===== config.mk =====
export PLATFORM = sky130hd
export DESIGN_NAME = pbg_port_b_gpio
export DESIGN_NICKNAME = d
export VERILOG_FILES = /design/src/rtl/pbg_pkg.sv /design/src/rtl/pbg_port_b_gpio.sv
export SDC_FILE = /design/constraint.sdc
export NUM_CORES = 1
export LEC_CHECK = 0
export BUFFER_PORTS_ARGS = -buffer_cell sky130_fd_sc_hd__buf_2
export CAP_MARGIN = 20
export CORE_AREA = 2 2 105 107
export CTS_BUF_LIST = sky130_fd_sc_hd__clkbuf_8 sky130_fd_sc_hd__clkbuf_16
export DETAILED_ROUTE_END_ITERATION = 10
export DIE_AREA = 0 0 107 109
export PLACE_DENSITY_LB_ADDON = 0.2
export SLEW_MARGIN = 20
export SYNTH_ARGS = -nofsm -noshare
export SYNTH_HDL_FRONTEND = slang
export SYNTH_SLANG_ARGS = --single-unit

===== constraint.sdc =====
create_clock -name clk -period 4.68 [get_ports clk]
set_input_delay 0.234 -clock clk [delete_from_list [all_inputs] [get_ports clk]]
set_output_delay 0.234 -clock clk [all_outputs]
set_load 0.02 [all_outputs]

===== src/rtl/pbg_pkg.sv =====
/*
  pbg_pkg: register map, field positions and reset values of the
  port b gpio block. assumes a 32-bit axi4-lite slave, one word per register.
*/
package pbg_pkg;
  localparam int PBG_WIDTH = 8;
  localparam int PBG_ADDR_W = 5;
  // ----------------------------------------
  // register byte offsets
  // ----------------------------------------
  localparam logic [4:0] PBG_OFF_PIN_LEVELS = 5'h00;
  localparam logic [4:0] PBG_OFF_LATCH = 5'h04;
  localparam logic [4:0] PBG_OFF_DIR = 5'h08;
  localparam logic [4:0] PBG_OFF_INTCTL_MAIN = 5'h0c;
  localparam logic [4:0] PBG_OFF_INTCTL_SECOND = 5'h10;
  localparam logic [4:0] PBG_OFF_INTCTL_THIRD = 5'h14;
  localparam logic [4:0] PBG_OFF_CONFIG = 5'h18;
  // ----------------------------------------
  // field positions
  // ----------------------------------------
  localparam int PBG_BIT_CHANGE_FLAG = 0;
  localparam int PBG_BIT_CHANGE_ENABLE = 3;
  localparam int PBG_BIT_PULLUP_DIS_N = 7;
  localparam int PBG_BIT_CHANGE_PRIO = 0;
  localparam int PBG_BIT_CFG_LVP = 0;
  localparam int PBG_BIT_CFG_CAP2SEL = 1;
  localparam int PBG_BIT_CFG_NOT_MCU = 2;
  localparam int PBG_BIT_CFG_LARGE = 3;
  localparam int PBG_BIT_CFG_RAW_MOVE = 4;
  localparam int PBG_PIN_CAP2 = 3;
  localparam int PBG_PIN_PROG = 5;
  localparam int PBG_PIN_FAULT = 0;
  // ----------------------------------------
  // reset values
  // ----------------------------------------
  localparam logic [7:0] PBG_RST_DIR = 8'hff;
  localparam logic [7:0] PBG_RST_INTCTL_SECOND = 8'hff;
  localparam logic [7:0] PBG_RST_INTCTL_THIRD = 8'hc0;
  localparam logic [7:0] PBG_RST_INTCTL_MAIN = 8'h00;
  localparam logic [7:0] PBG_RST_LATCH = 8'h00;
  localparam logic [7:0] PBG_RST_CONFIG = 8'h0a;
  localparam logic [1:0] PBG_RESP_OKAY = 2'b00;
  localparam logic [1:0] PBG_RESP_SLVERR = 2'b10;
endpackage


===== src/rtl/pbg_port_b_gpio.sv =====
/*
  pbg_port_b_gpio: eight-bit port b with direction, output latch, pull-up
  control and interrupt-on-change on the high pins, behind axi4-lite.
  assumes pins are asynchronous to clk; pad buffers and pull-up resistors
  sit outside and follow pinOut, pinOe and pullupEn.
*/
// The AXI4-Lite slave port and the register addresses are this design's own decisions.
// Summary of operation
// eight pins, each input or output
// direction one tristates, zero drives latch
// port read gives pins, write loads latch
// latch register reads and writes latch
// cleared pull-up bit enables all pull-ups
// output pins never get pull-up; pin three driven by capture two still gets one if its direction bit is set
// second control resets to all ones
// direction resets to all ones, inputs
// software sets direction for external interrupts
// only input high pins are compared
// mismatch against snapshot sets change flag
// persisting mismatch keeps setting flag
// port access refreshes snapshot, except move
// change interrupt wakes device from sleep
// software avoids polling port during detection
// pin three carries alternate capture two
// low-voltage programming takes pin five
// pin five pull-up off under programming
// pin zero feeds pwm fault input
// enabled flag requests interrupt, priority routed
// pins synchronised before comparison
`timescale 1ns/1ps
module pbg_port_b_gpio
  import pbg_pkg::*;
(
  input wire logic clk,
  input wire logic arst_n,
  input wire logic [4:0] awaddr,
  input wire logic awvalid,
  output logic awready,
  input wire logic [31:0] wdata,
  input wire logic [3:0] wstrb,
  input wire logic wvalid,
  output logic wready,
  output logic [1:0] bresp,
  output logic bvalid,
  input wire logic bready,
  input wire logic [4:0] araddr,
  input wire logic arvalid,
  output logic arready,
  output logic [31:0] rdata,
  output logic [1:0] rresp,
  output logic rvalid,
  input wire logic rready,
  input wire logic [7:0] pinIn,
  output logic [7:0] pinOut,
  output logic [7:0] pinOe,
  output logic [7:0] pullupEn,
  input wire logic cap2Out,
  input wire logic cap2Oe,
  output logic cap2In,
  output logic pwmFaultIn,
  output logic [3:0] extIrqIn,
  output logic progEnableIn,
  output logic changeIrqHigh,
  output logic changeIrqLow,
  output logic wakeRequest
);
  // ----------------------------------------
  // state
  // ----------------------------------------
  logic [7:0] pinMeta;
  logic [7:0] pinSync;
  logic [7:0] outputLatch;
  logic [7:0] direction;
  logic [7:0] intMain;
  logic [7:0] intSecond;
  logic [7:0] intThird;
  logic [7:0] cfgReg;
  logic [3:0] snapshot;
  logic [4:0] wrAddr;
  logic [31:0] wrData;
  logic [3:0] wrStrb;
  logic haveAw;
  logic haveW;

  // ----------------------------------------
  // pin synchroniser
  // ----------------------------------------
  // two stages; only pinSync is read by logic
  always_ff @(posedge clk or negedge arst_n) begin
    if (!arst_n) begin
      pinMeta <= 8'h00;
      pinSync <= 8'h00;
    end else begin
      pinMeta <= pinIn;
      pinSync <= pinMeta;
    end
  end

  // ----------------------------------------
  // pin function muxing
  // ----------------------------------------
  wire lvpOn = cfgReg[PBG_BIT_CFG_LVP];
  wire cap2OnPin = cfgReg[PBG_BIT_CFG_LARGE] && cfgReg[PBG_BIT_CFG_NOT_MCU] &&
    !cfgReg[PBG_BIT_CFG_CAP2SEL];
  wire [7:0] pinOeGpio = ~direction;
  wire [7:0] lvpMask = lvpOn ? (8'h01 << PBG_PIN_PROG) : 8'h00;
  wire [7:0] cap2Mask = cap2OnPin ? (8'h01 << PBG_PIN_CAP2) : 8'h00;
  wire [7:0] portLevels = pinSync & ~lvpMask;

  // pin five is forced to an input while programming is enabled
  assign pinOe = (pinOeGpio & ~lvpMask & ~cap2Mask) | (cap2Oe ? cap2Mask : 8'h00);
  assign pinOut = (outputLatch & ~cap2Mask) | (cap2Out ? cap2Mask : 8'h00);
  // pull-up only on pins whose direction bit is set, never on the programming pin
  assign pullupEn = {8{~intSecond[PBG_BIT_PULLUP_DIS_N]}} & direction & ~lvpMask;
  assign cap2In = cap2OnPin & pinSync[PBG_PIN_CAP2];
  assign pwmFaultIn = pinSync[PBG_PIN_FAULT];
  assign extIrqIn = pinSync[3:0] & direction[3:0];
  assign progEnableIn = lvpOn & pinSync[PBG_PIN_PROG];

  // ----------------------------------------
  // change detection
  // ----------------------------------------
  wire [3:0] changeMismatch = (pinSync[7:4] ^ snapshot) & direction[7:4];
  wire changeAny = |changeMismatch;
  wire changeReq = intMain[PBG_BIT_CHANGE_FLAG] & intMain[PBG_BIT_CHANGE_ENABLE];
  assign changeIrqHigh = changeReq & intSecond[PBG_BIT_CHANGE_PRIO];
  assign changeIrqLow = changeReq & ~intSecond[PBG_BIT_CHANGE_PRIO];
  // wake needs no enable so sleep exits on any change
  assign wakeRequest = intMain[PBG_BIT_CHANGE_FLAG];

  // ----------------------------------------
  // axi4-lite write channel
  // ----------------------------------------
  wire wrFire = haveAw && haveW && !bvalid;
  assign awready = !haveAw;
  assign wready = !haveW;
  wire wrHit = wrAddr == PBG_OFF_PIN_LEVELS || wrAddr == PBG_OFF_LATCH ||
    wrAddr == PBG_OFF_DIR || wrAddr == PBG_OFF_INTCTL_MAIN ||
    wrAddr == PBG_OFF_INTCTL_SECOND || wrAddr == PBG_OFF_INTCTL_THIRD ||
    wrAddr == PBG_OFF_CONFIG;
  wire wrLow = wrFire && wrStrb[0];
  wire [7:0] wb = wrData[7:0];
  wire wrPort = wrLow && wrAddr == PBG_OFF_PIN_LEVELS;
  wire rdFire = arvalid && arready;
  wire rdPort = rdFire && araddr == PBG_OFF_PIN_LEVELS;
  // raw move path leaves the snapshot alone
  wire portTouch = (wrPort || rdPort) && !cfgReg[PBG_BIT_CFG_RAW_MOVE];

  always_ff @(posedge clk or negedge arst_n) begin
    if (!arst_n) begin
      haveAw <= 1'b0;
      haveW <= 1'b0;
      wrAddr <= 5'h00;
      wrData <= 32'h0000_0000;
      wrStrb <= 4'h0;
      bvalid <= 1'b0;
      bresp <= PBG_RESP_OKAY;
    end else begin
      if (awvalid && awready) begin
        haveAw <= 1'b1;
        wrAddr <= awaddr;
      end
      if (wvalid && wready) begin
        haveW <= 1'b1;
        wrData <= wdata;
        wrStrb <= wstrb;
      end
      if (wrFire) begin
        haveAw <= 1'b0;
        haveW <= 1'b0;
        bvalid <= 1'b1;
        bresp <= wrHit ? PBG_RESP_OKAY : PBG_RESP_SLVERR;
      end else if (bvalid && bready) begin
        bvalid <= 1'b0;
      end
    end
  end

  // ----------------------------------------
  // registers
  // ----------------------------------------
  // flag set beats software clear in the same cycle
  wire flagClear = wrLow && wrAddr == PBG_OFF_INTCTL_MAIN && !wb[PBG_BIT_CHANGE_FLAG];
  wire next_flag = changeAny ? 1'b1 : (flagClear ? 1'b0 : intMain[PBG_BIT_CHANGE_FLAG]);

  always_ff @(posedge clk or negedge arst_n) begin
    if (!arst_n) begin
      outputLatch <= PBG_RST_LATCH;
      direction <= PBG_RST_DIR;
      intMain <= PBG_RST_INTCTL_MAIN;
      intSecond <= PBG_RST_INTCTL_SECOND;
      intThird <= PBG_RST_INTCTL_THIRD;
      cfgReg <= PBG_RST_CONFIG;
      snapshot <= 4'h0;
    end else begin
      if (wrLow && (wrAddr == PBG_OFF_PIN_LEVELS || wrAddr == PBG_OFF_LATCH)) begin
        outputLatch <= wb;
      end
      if (wrLow && wrAddr == PBG_OFF_DIR) begin
        direction <= wb;
      end
      if (wrLow && wrAddr == PBG_OFF_INTCTL_SECOND) begin
        intSecond <= wb;
      end
      if (wrLow && wrAddr == PBG_OFF_INTCTL_THIRD) begin
        intThird <= wb;
      end
      if (wrLow && wrAddr == PBG_OFF_CONFIG) begin
        cfgReg <= wb;
      end
      if (wrLow && wrAddr == PBG_OFF_INTCTL_MAIN) begin
        intMain[7:1] <= wb[7:1];
      end
      intMain[PBG_BIT_CHANGE_FLAG] <= next_flag;
      if (portTouch) begin
        snapshot <= pinSync[7:4];
      end
    end
  end

  // ----------------------------------------
  // axi4-lite read channel
  // ----------------------------------------
  assign arready = !rvalid;
  logic [7:0] rdByte;
  logic rdHit;
  always_comb begin
    rdByte = 8'h00;
    rdHit = 1'b1;
    unique case (araddr)
      PBG_OFF_PIN_LEVELS: rdByte = portLevels;
      PBG_OFF_LATCH: rdByte = outputLatch;
      PBG_OFF_DIR: rdByte = direction;
      PBG_OFF_INTCTL_MAIN: rdByte = intMain;
      PBG_OFF_INTCTL_SECOND: rdByte = intSecond;
      PBG_OFF_INTCTL_THIRD: rdByte = intThird;
      PBG_OFF_CONFIG: rdByte = cfgReg;
      default: rdHit = 1'b0;
    endcase
  end

  always_ff @(posedge clk or negedge arst_n) begin
    if (!arst_n) begin
      rvalid <= 1'b0;
      rdata <= 32'h0000_0000;
      rresp <= PBG_RESP_OKAY;
    end else if (rdFire) begin
      rvalid <= 1'b1;
      rdata <= {24'h00_0000, rdByte};
      rresp <= rdHit ? PBG_RESP_OKAY : PBG_RESP_SLVERR;
    end else if (rvalid && rready) begin
      rvalid <= 1'b0;
    end
  end
endmodule // pbg_port_b_gpio


Word level (Yosys, flattened, before mapping). Cells that the tools add are included. Widths: inputs -> output; s select.

Eq/ne operators: 12. Mux-type cells: 18. Bitwise operators: 21. Reduce and logical (&&, ||, !) cells: 43.

Operator list (count): $pmux 8 s7 (1); $and 8x8->8 (6); $eq 5x5->1 const B (6); $eq 5x4->1 const B (4); $logic_and 1x1->1 (20); $or 8x4->8 (2); $mux 4 (3); $mux 1 (11); $eq 5x3->1 const B (2); $logic_not 5->1 (2); $reduce_bool 2->1 (5); $and 4x4->4 (2); $not 4->8 (1); $not 6->8 (1); $not 8->8 (1); $logic_not 1->1 (7); $logic_or 1x1->1 (7); $reduce_or 7->1 (1); $mux 6 (1); $and 1x1->1 (5); $mux 2 (2); $reduce_or 4->1 (1); $xor 4x4->4 (1); $not 1->1 (2).

Bits in registers: 98. Bits of input ports: 63. Output and inout port bits: 75. Word-level logic and storage cells: 114.

Depth between registers and ports, before layout.
Word-level depth: 8. Gate-level depth with buffers: 6.

Worst setup path before layout. Ideal clock, no wire load.

Path kind: register -> register. From: reg bvalid. To: reg snapshot[0]. Setup time: 0.125 ns. Data arrival time: 1.618 ns. Data required time: 4.555 ns. Path slack: 2.937 ns. Stages on the path, launching flop included: 6. Buffers on the path: 1. Clock period less this slack: 1.743 ns. Cell sequence: dfrtp_1 -> and3b_1 -> buf_4 -> nand3_4 -> o32ai_4 -> mux2_2.

Word-level cells in the longest chain between the ends: 6.

Ends and longest elaborated chain: from (decl) (RTL line pbg_port_b_gpio.sv:44) `output logic bvalid,`; from (signal assigned) (RTL line pbg_port_b_gpio.sv:156) `bvalid <= 1'b0;`; from (signal assigned) (RTL line pbg_port_b_gpio.sv:171) `bvalid <= 1'b1;`; from (signal assigned) (RTL line pbg_port_b_gpio.sv:174) `bvalid <= 1'b0;`; $logic_not 1->1 (RTL line pbg_port_b_gpio.sv:134) `wire wrFire = haveAw && haveW && !bvalid;`; $logic_and 1x1->1 (RTL line pbg_port_b_gpio.sv:134); $logic_and 1x1->1 (RTL line pbg_port_b_gpio.sv:141) `wire wrLow = wrFire && wrStrb[0];`; $logic_and 1x1->1 (RTL line pbg_port_b_gpio.sv:143) `wire wrPort = wrLow && wrAddr == PBG_OFF_PIN_LEVELS;`; $logic_or 1x1->1 (RTL line pbg_port_b_gpio.sv:147) `wire portTouch = (wrPort || rdPort) && !cfgReg[PBG_BIT_CFG_RAW_MOVE];`; $logic_and 1x1->1 (RTL line pbg_port_b_gpio.sv:147); to (signal assigned) (RTL line pbg_port_b_gpio.sv:216) `snapshot <= pinSync[7:4];`; to (decl) (RTL line pbg_port_b_gpio.sv:78) `logic [3:0] snapshot;`.

Every way passes these cells. A chain may end at the register's enable or synchronous reset.

Worst setup path after layout.
From: reg bvalid. To: reg intThird[4].

Word-level cells in the longest chain between the ends: 4.

Ends and longest elaborated chain: $logic_not 1->1 (RTL line pbg_port_b_gpio.sv:134); $logic_and 1x1->1 (RTL line pbg_port_b_gpio.sv:134); $logic_and 1x1->1 (RTL line pbg_port_b_gpio.sv:141); $logic_and 1x1->1 (RTL line pbg_port_b_gpio.sv:205) `if (wrLow && wrAddr == PBG_OFF_INTCTL_THIRD) begin`; to (signal assigned) (RTL line pbg_port_b_gpio.sv:206) `intThird <= wb;`; to (decl) (RTL line pbg_port_b_gpio.sv:76) `logic [7:0] intThird;`.

Every way passes these cells.

==> key figures <==
Status
  – Status: completed

Drt
  – Total number of vias: 3010
  – TritonRoute pass-1 iters: 4
  – Mean routed wirelength per cell: ~17 µm
  – Final ANT Viol Nets: 0
  – Routed wire length: approximately 9900 µm
  – Vias per Instance: 5.076
  – Drt drc: 0
  – Initial drt markers: around 170

STA
  – Final min period: 2.166 ns
  – Setup TNS: 0 ns
  – Max Freq: ~460 MHz
  – Least-Margin Pin Slew: between 0.7 and 0.8 ns
  – Final slew viol count: 0
  – Count of final setup violators: 0
  – Final clock skew: 0.008688 ns
  – Slew margin rel.: between 40% and 50%
  – Final Hold Vio Count: 0
  – Period utilization: 46.27%
  – Final Hold Slack: between 0.06 and 0.07 ns
  – Unrepaired setup endpoints after global routing: no

Synth
  – Synth cell types: 43
  – Syn. warnings: 0
  – Share of the synthesized area in the top cell type: between 40% and 50%
  – Post-Syn Instances: between 300 and 400
  – Post-synthesis register bit count: 96
  – Synth Cell Area: between 4000 and 5000 µm²
  – Sequential fraction of the synthesis area: between 50 and 60%
  – Async SR Flop Fraction: 100.0%
  – Top FF cell, synth: dfrtp_1
  – EDFF count, synth: 0
  – Synth Area per Inst: around 12 µm²
  – Yosys top cell by area: dfrtp_1
  – Top post-synthesis cells by area: dfrtp_1, mux2_2, dfstp_2

Floorplanning
  – Core Area: 10600 µm²
  – DIE AREA: between 10000 and 15000 µm²
  – Die H: ~110 µm
  – Starting density of the core: a little over two fifths
  – Cell Rows: 38
  – Die W: between 100 and 150 µm
  – I/O pins: 138

Critical path
  – Critical path class: flop to flop
  – Crit path max fanout: 9
  – Critical path endpoint category: flop
  – Crit path max-delay family: simple AND/OR/NAND/NOR gates
  – Crit path cell chain: and3b_1, nand4_1, mux2_2
  – Worst path slowest cell: nand4_1
  – Startpoint types: flop
  – Critical Path AT: between 2 and 2.5 ns
  – Worst Reg2Reg Path Length in Cells: 3
  – WP data required: between 4 and 5 ns
  – Origin of the critical flop-to-flop path: bvalid$_DFFE_PN0P_
  – R2r setup slk: approximately 2.5 ns
  – RR Endpoint: intThird[4]$_DFFE_PN0P_
  – Worst stage delay on the critical path: between 0.6 and 0.7 ns
  – Crit path buffers/inverters: 0

Global routing
  – Grt total ovfl: 0
  – Initial antenna violation count: 0
  – Vias in the first global route: around 3000
  – Pin count of the biggest net entering global routing: 50
  – First-pass GRT wire length: approximately 16000 µm
  – Tot GR Track Use: around 18%

Placement
  – GP Congestion: approximately 0.76
  – Detailed placement HPWL: 6677 µm
  – Port bufs: 84

Finish
  – Layout Area Growth over Synthesis: 15.52%
  – Layout cell share with drive strength beyond 1: between 40% and 50%
  – Fill cells: between 900 and 1000
  – Final Util: 49.02%
  – Diodes inserted: 0
  – Nets: 511

Clock tree
  – TritonCTS Buffers: 9
  – Post_cts resized: 0
  – CTS tree: done
  – Clk_lat worst skew: 0.35 ns
  – CTS sink count: 96
  – Setup bufs post-CTS: 0
  – CTS H-tree lvls: 3
  – Clock Root Buffer: clkbuf_8
  – Longest Clk Path Bufs: 2
  – Clock-pin slew on the worst setup and hold paths: roughly 0.090 ns

Min path
  – Worst hold start: rready
  – Hold Path Sink: rvalid$_DFFE_PN0P_
  – HP Class: input pin to flop
  – WHS Path Cells: 2

Run
  – Max Cap Violations: 0

Power and ir drop
  – Peak VDD IR: roughly 0.25 mV
  – Static leakage: 2.451 nW
  – Pwr dens: between 500 and 600 nW/µm²
-- final cells by class --
class	instances	area [µm²]	share of cell area [%]
clock inverter	6	61.31	1.180
timing repair buffer	95	528.0	10.16
tap	140	175.2	3.370
clock buffer	10	137.6	2.648
inverter	11	41.29	0.7944
sequential	96	2427	46.70
multi-input combinational	235	1827	35.15
-- power breakdown --
part	switching, mW	internal [mW]	total, mW
Clock	0.285	0.259	0.544
Sequential	0.268	1.12	1.39
Combinational	0.447	0.391	0.838
Total	1.00	1.77	2.77
-- cell usage after synthesis, types with 6 or more instances --
master and number:
nand3b_1 6, a22oi_1 16, nand2_1 9, o21ai_0 20, nor2_1 19, and2_1 8
nor2b_1 9, dfrtp_1 76, nand3_1 8, buf_4 34, mux2i_1 13, dfstp_2 20
inv_1 11, mux2_2 66
-- sequential cells by signal, indices dropped and copies added (netlist names), 4 cells and up --
signal / flops
intSecond: 8
intMain: 8
snapshot: 4
pinMeta: 8
direction: 8
wrAddr: 5
outputLatch: 8
cfgReg: 8
rdata: 8
wrData: 8
pinSync: 8
intThird: 8
-- cells in the final DEF, fill, tap and decap left out, types with 8 or more instances in the layout --
| cell | instances |
|---|---|
| mux2i_1 | 13 |
| a22oi_1 | 16 |
| conb_1 | 26 |
| nor2b_1 | 9 |
| inv_1 | 12 |
| mux2_2 | 66 |
| nor2_1 | 19 |
| o21ai_0 | 20 |
| dfstp_2 | 20 |
| and2_1 | 8 |
| dfrtp_1 | 76 |
| nand3_1 | 8 |
| buf_2 | 83 |
| dlygate4sd3_1 | 9 |
| nand2_1 | 9 |
| clkbuf_8 | 10 |
-- worst max-delay path by stage --
| stage | slack, ns | cells past startpoint | start | to |
|---|---|---|---|---|
| finish | 2.51 | 3 | bvalid$_DFFE_PN0P_ | intThird[4]$_DFFE_PN0P_ |
| global route | 2.40 | 4 | bvalid$_DFFE_PN0P_ | intMain[0]$_DFFE_PN0P_ |
| CTS | 2.48 | 3 | bvalid$_DFFE_PN0P_ | intThird[4]$_DFFE_PN0P_ |
| detailed placement | 2.52 | 3 | bvalid$_DFFE_PN0P_ | intThird[4]$_DFFE_PN0P_ |
| global placement | 2.61 | 4 | bvalid$_DFFE_PN0P_ | direction[5]$_DFFE_PN1P_ |
| floorplan | 2.94 | 5 | bvalid$_DFFE_PN0P_ | snapshot[0]$_DFFE_PN0P_ |
-- metal layers --
layer	routed length, µm	part of all wire, %	track usage, %	vias up
met2	4769	48	29.30	100
met5	0	0	0	-
li1	-	-	-	1393
met4	70	0.71	5.288	0
met1	4678	47	24.04	1512
met3	410	4.1	2.809	5
-- kinds of logic (layout without fill, tap and decap cells) --
| logic type | after synthesis | in the layout | share of synthesized area [%] |
|---|---|---|---|
| AOI/OAI and AO/OA | 50 | 50 | 7.815 |
| xor gates and xnor gates | 4 | 4 | 0.7786 |
| buffers and inverters | 55 | 122 | 7.536 |
| DFF | 96 | 96 | 53.95 |
| other | 1 | 26 | 0.08335 |
| and+or+nand+nor | 76 | 76 | 10.43 |
| muxes | 79 | 79 | 19.41 |
-- metrics by stage --
stage          total power [mW]  setup slack [ns]  std cells  instance area [µm²]
6_report                  2.772             2.514        593                 5197
5_1_grt                   2.948             2.396        593                 5197
4_1_cts                   2.797             2.483        593                 5197
3_5_place_dp              2.247             2.517        568                 4908
3_3_place_gp              2.218             2.613        568                 4908
2_1_floorplan             1.999             2.937        386                 4593
-- repair_timing --
item,in CTS,in global routing
setup endpoints to repair,0,0
hold buffers,9,0
endpoints found under the hold margin,44,0
(Power assumes the default switching activity.)
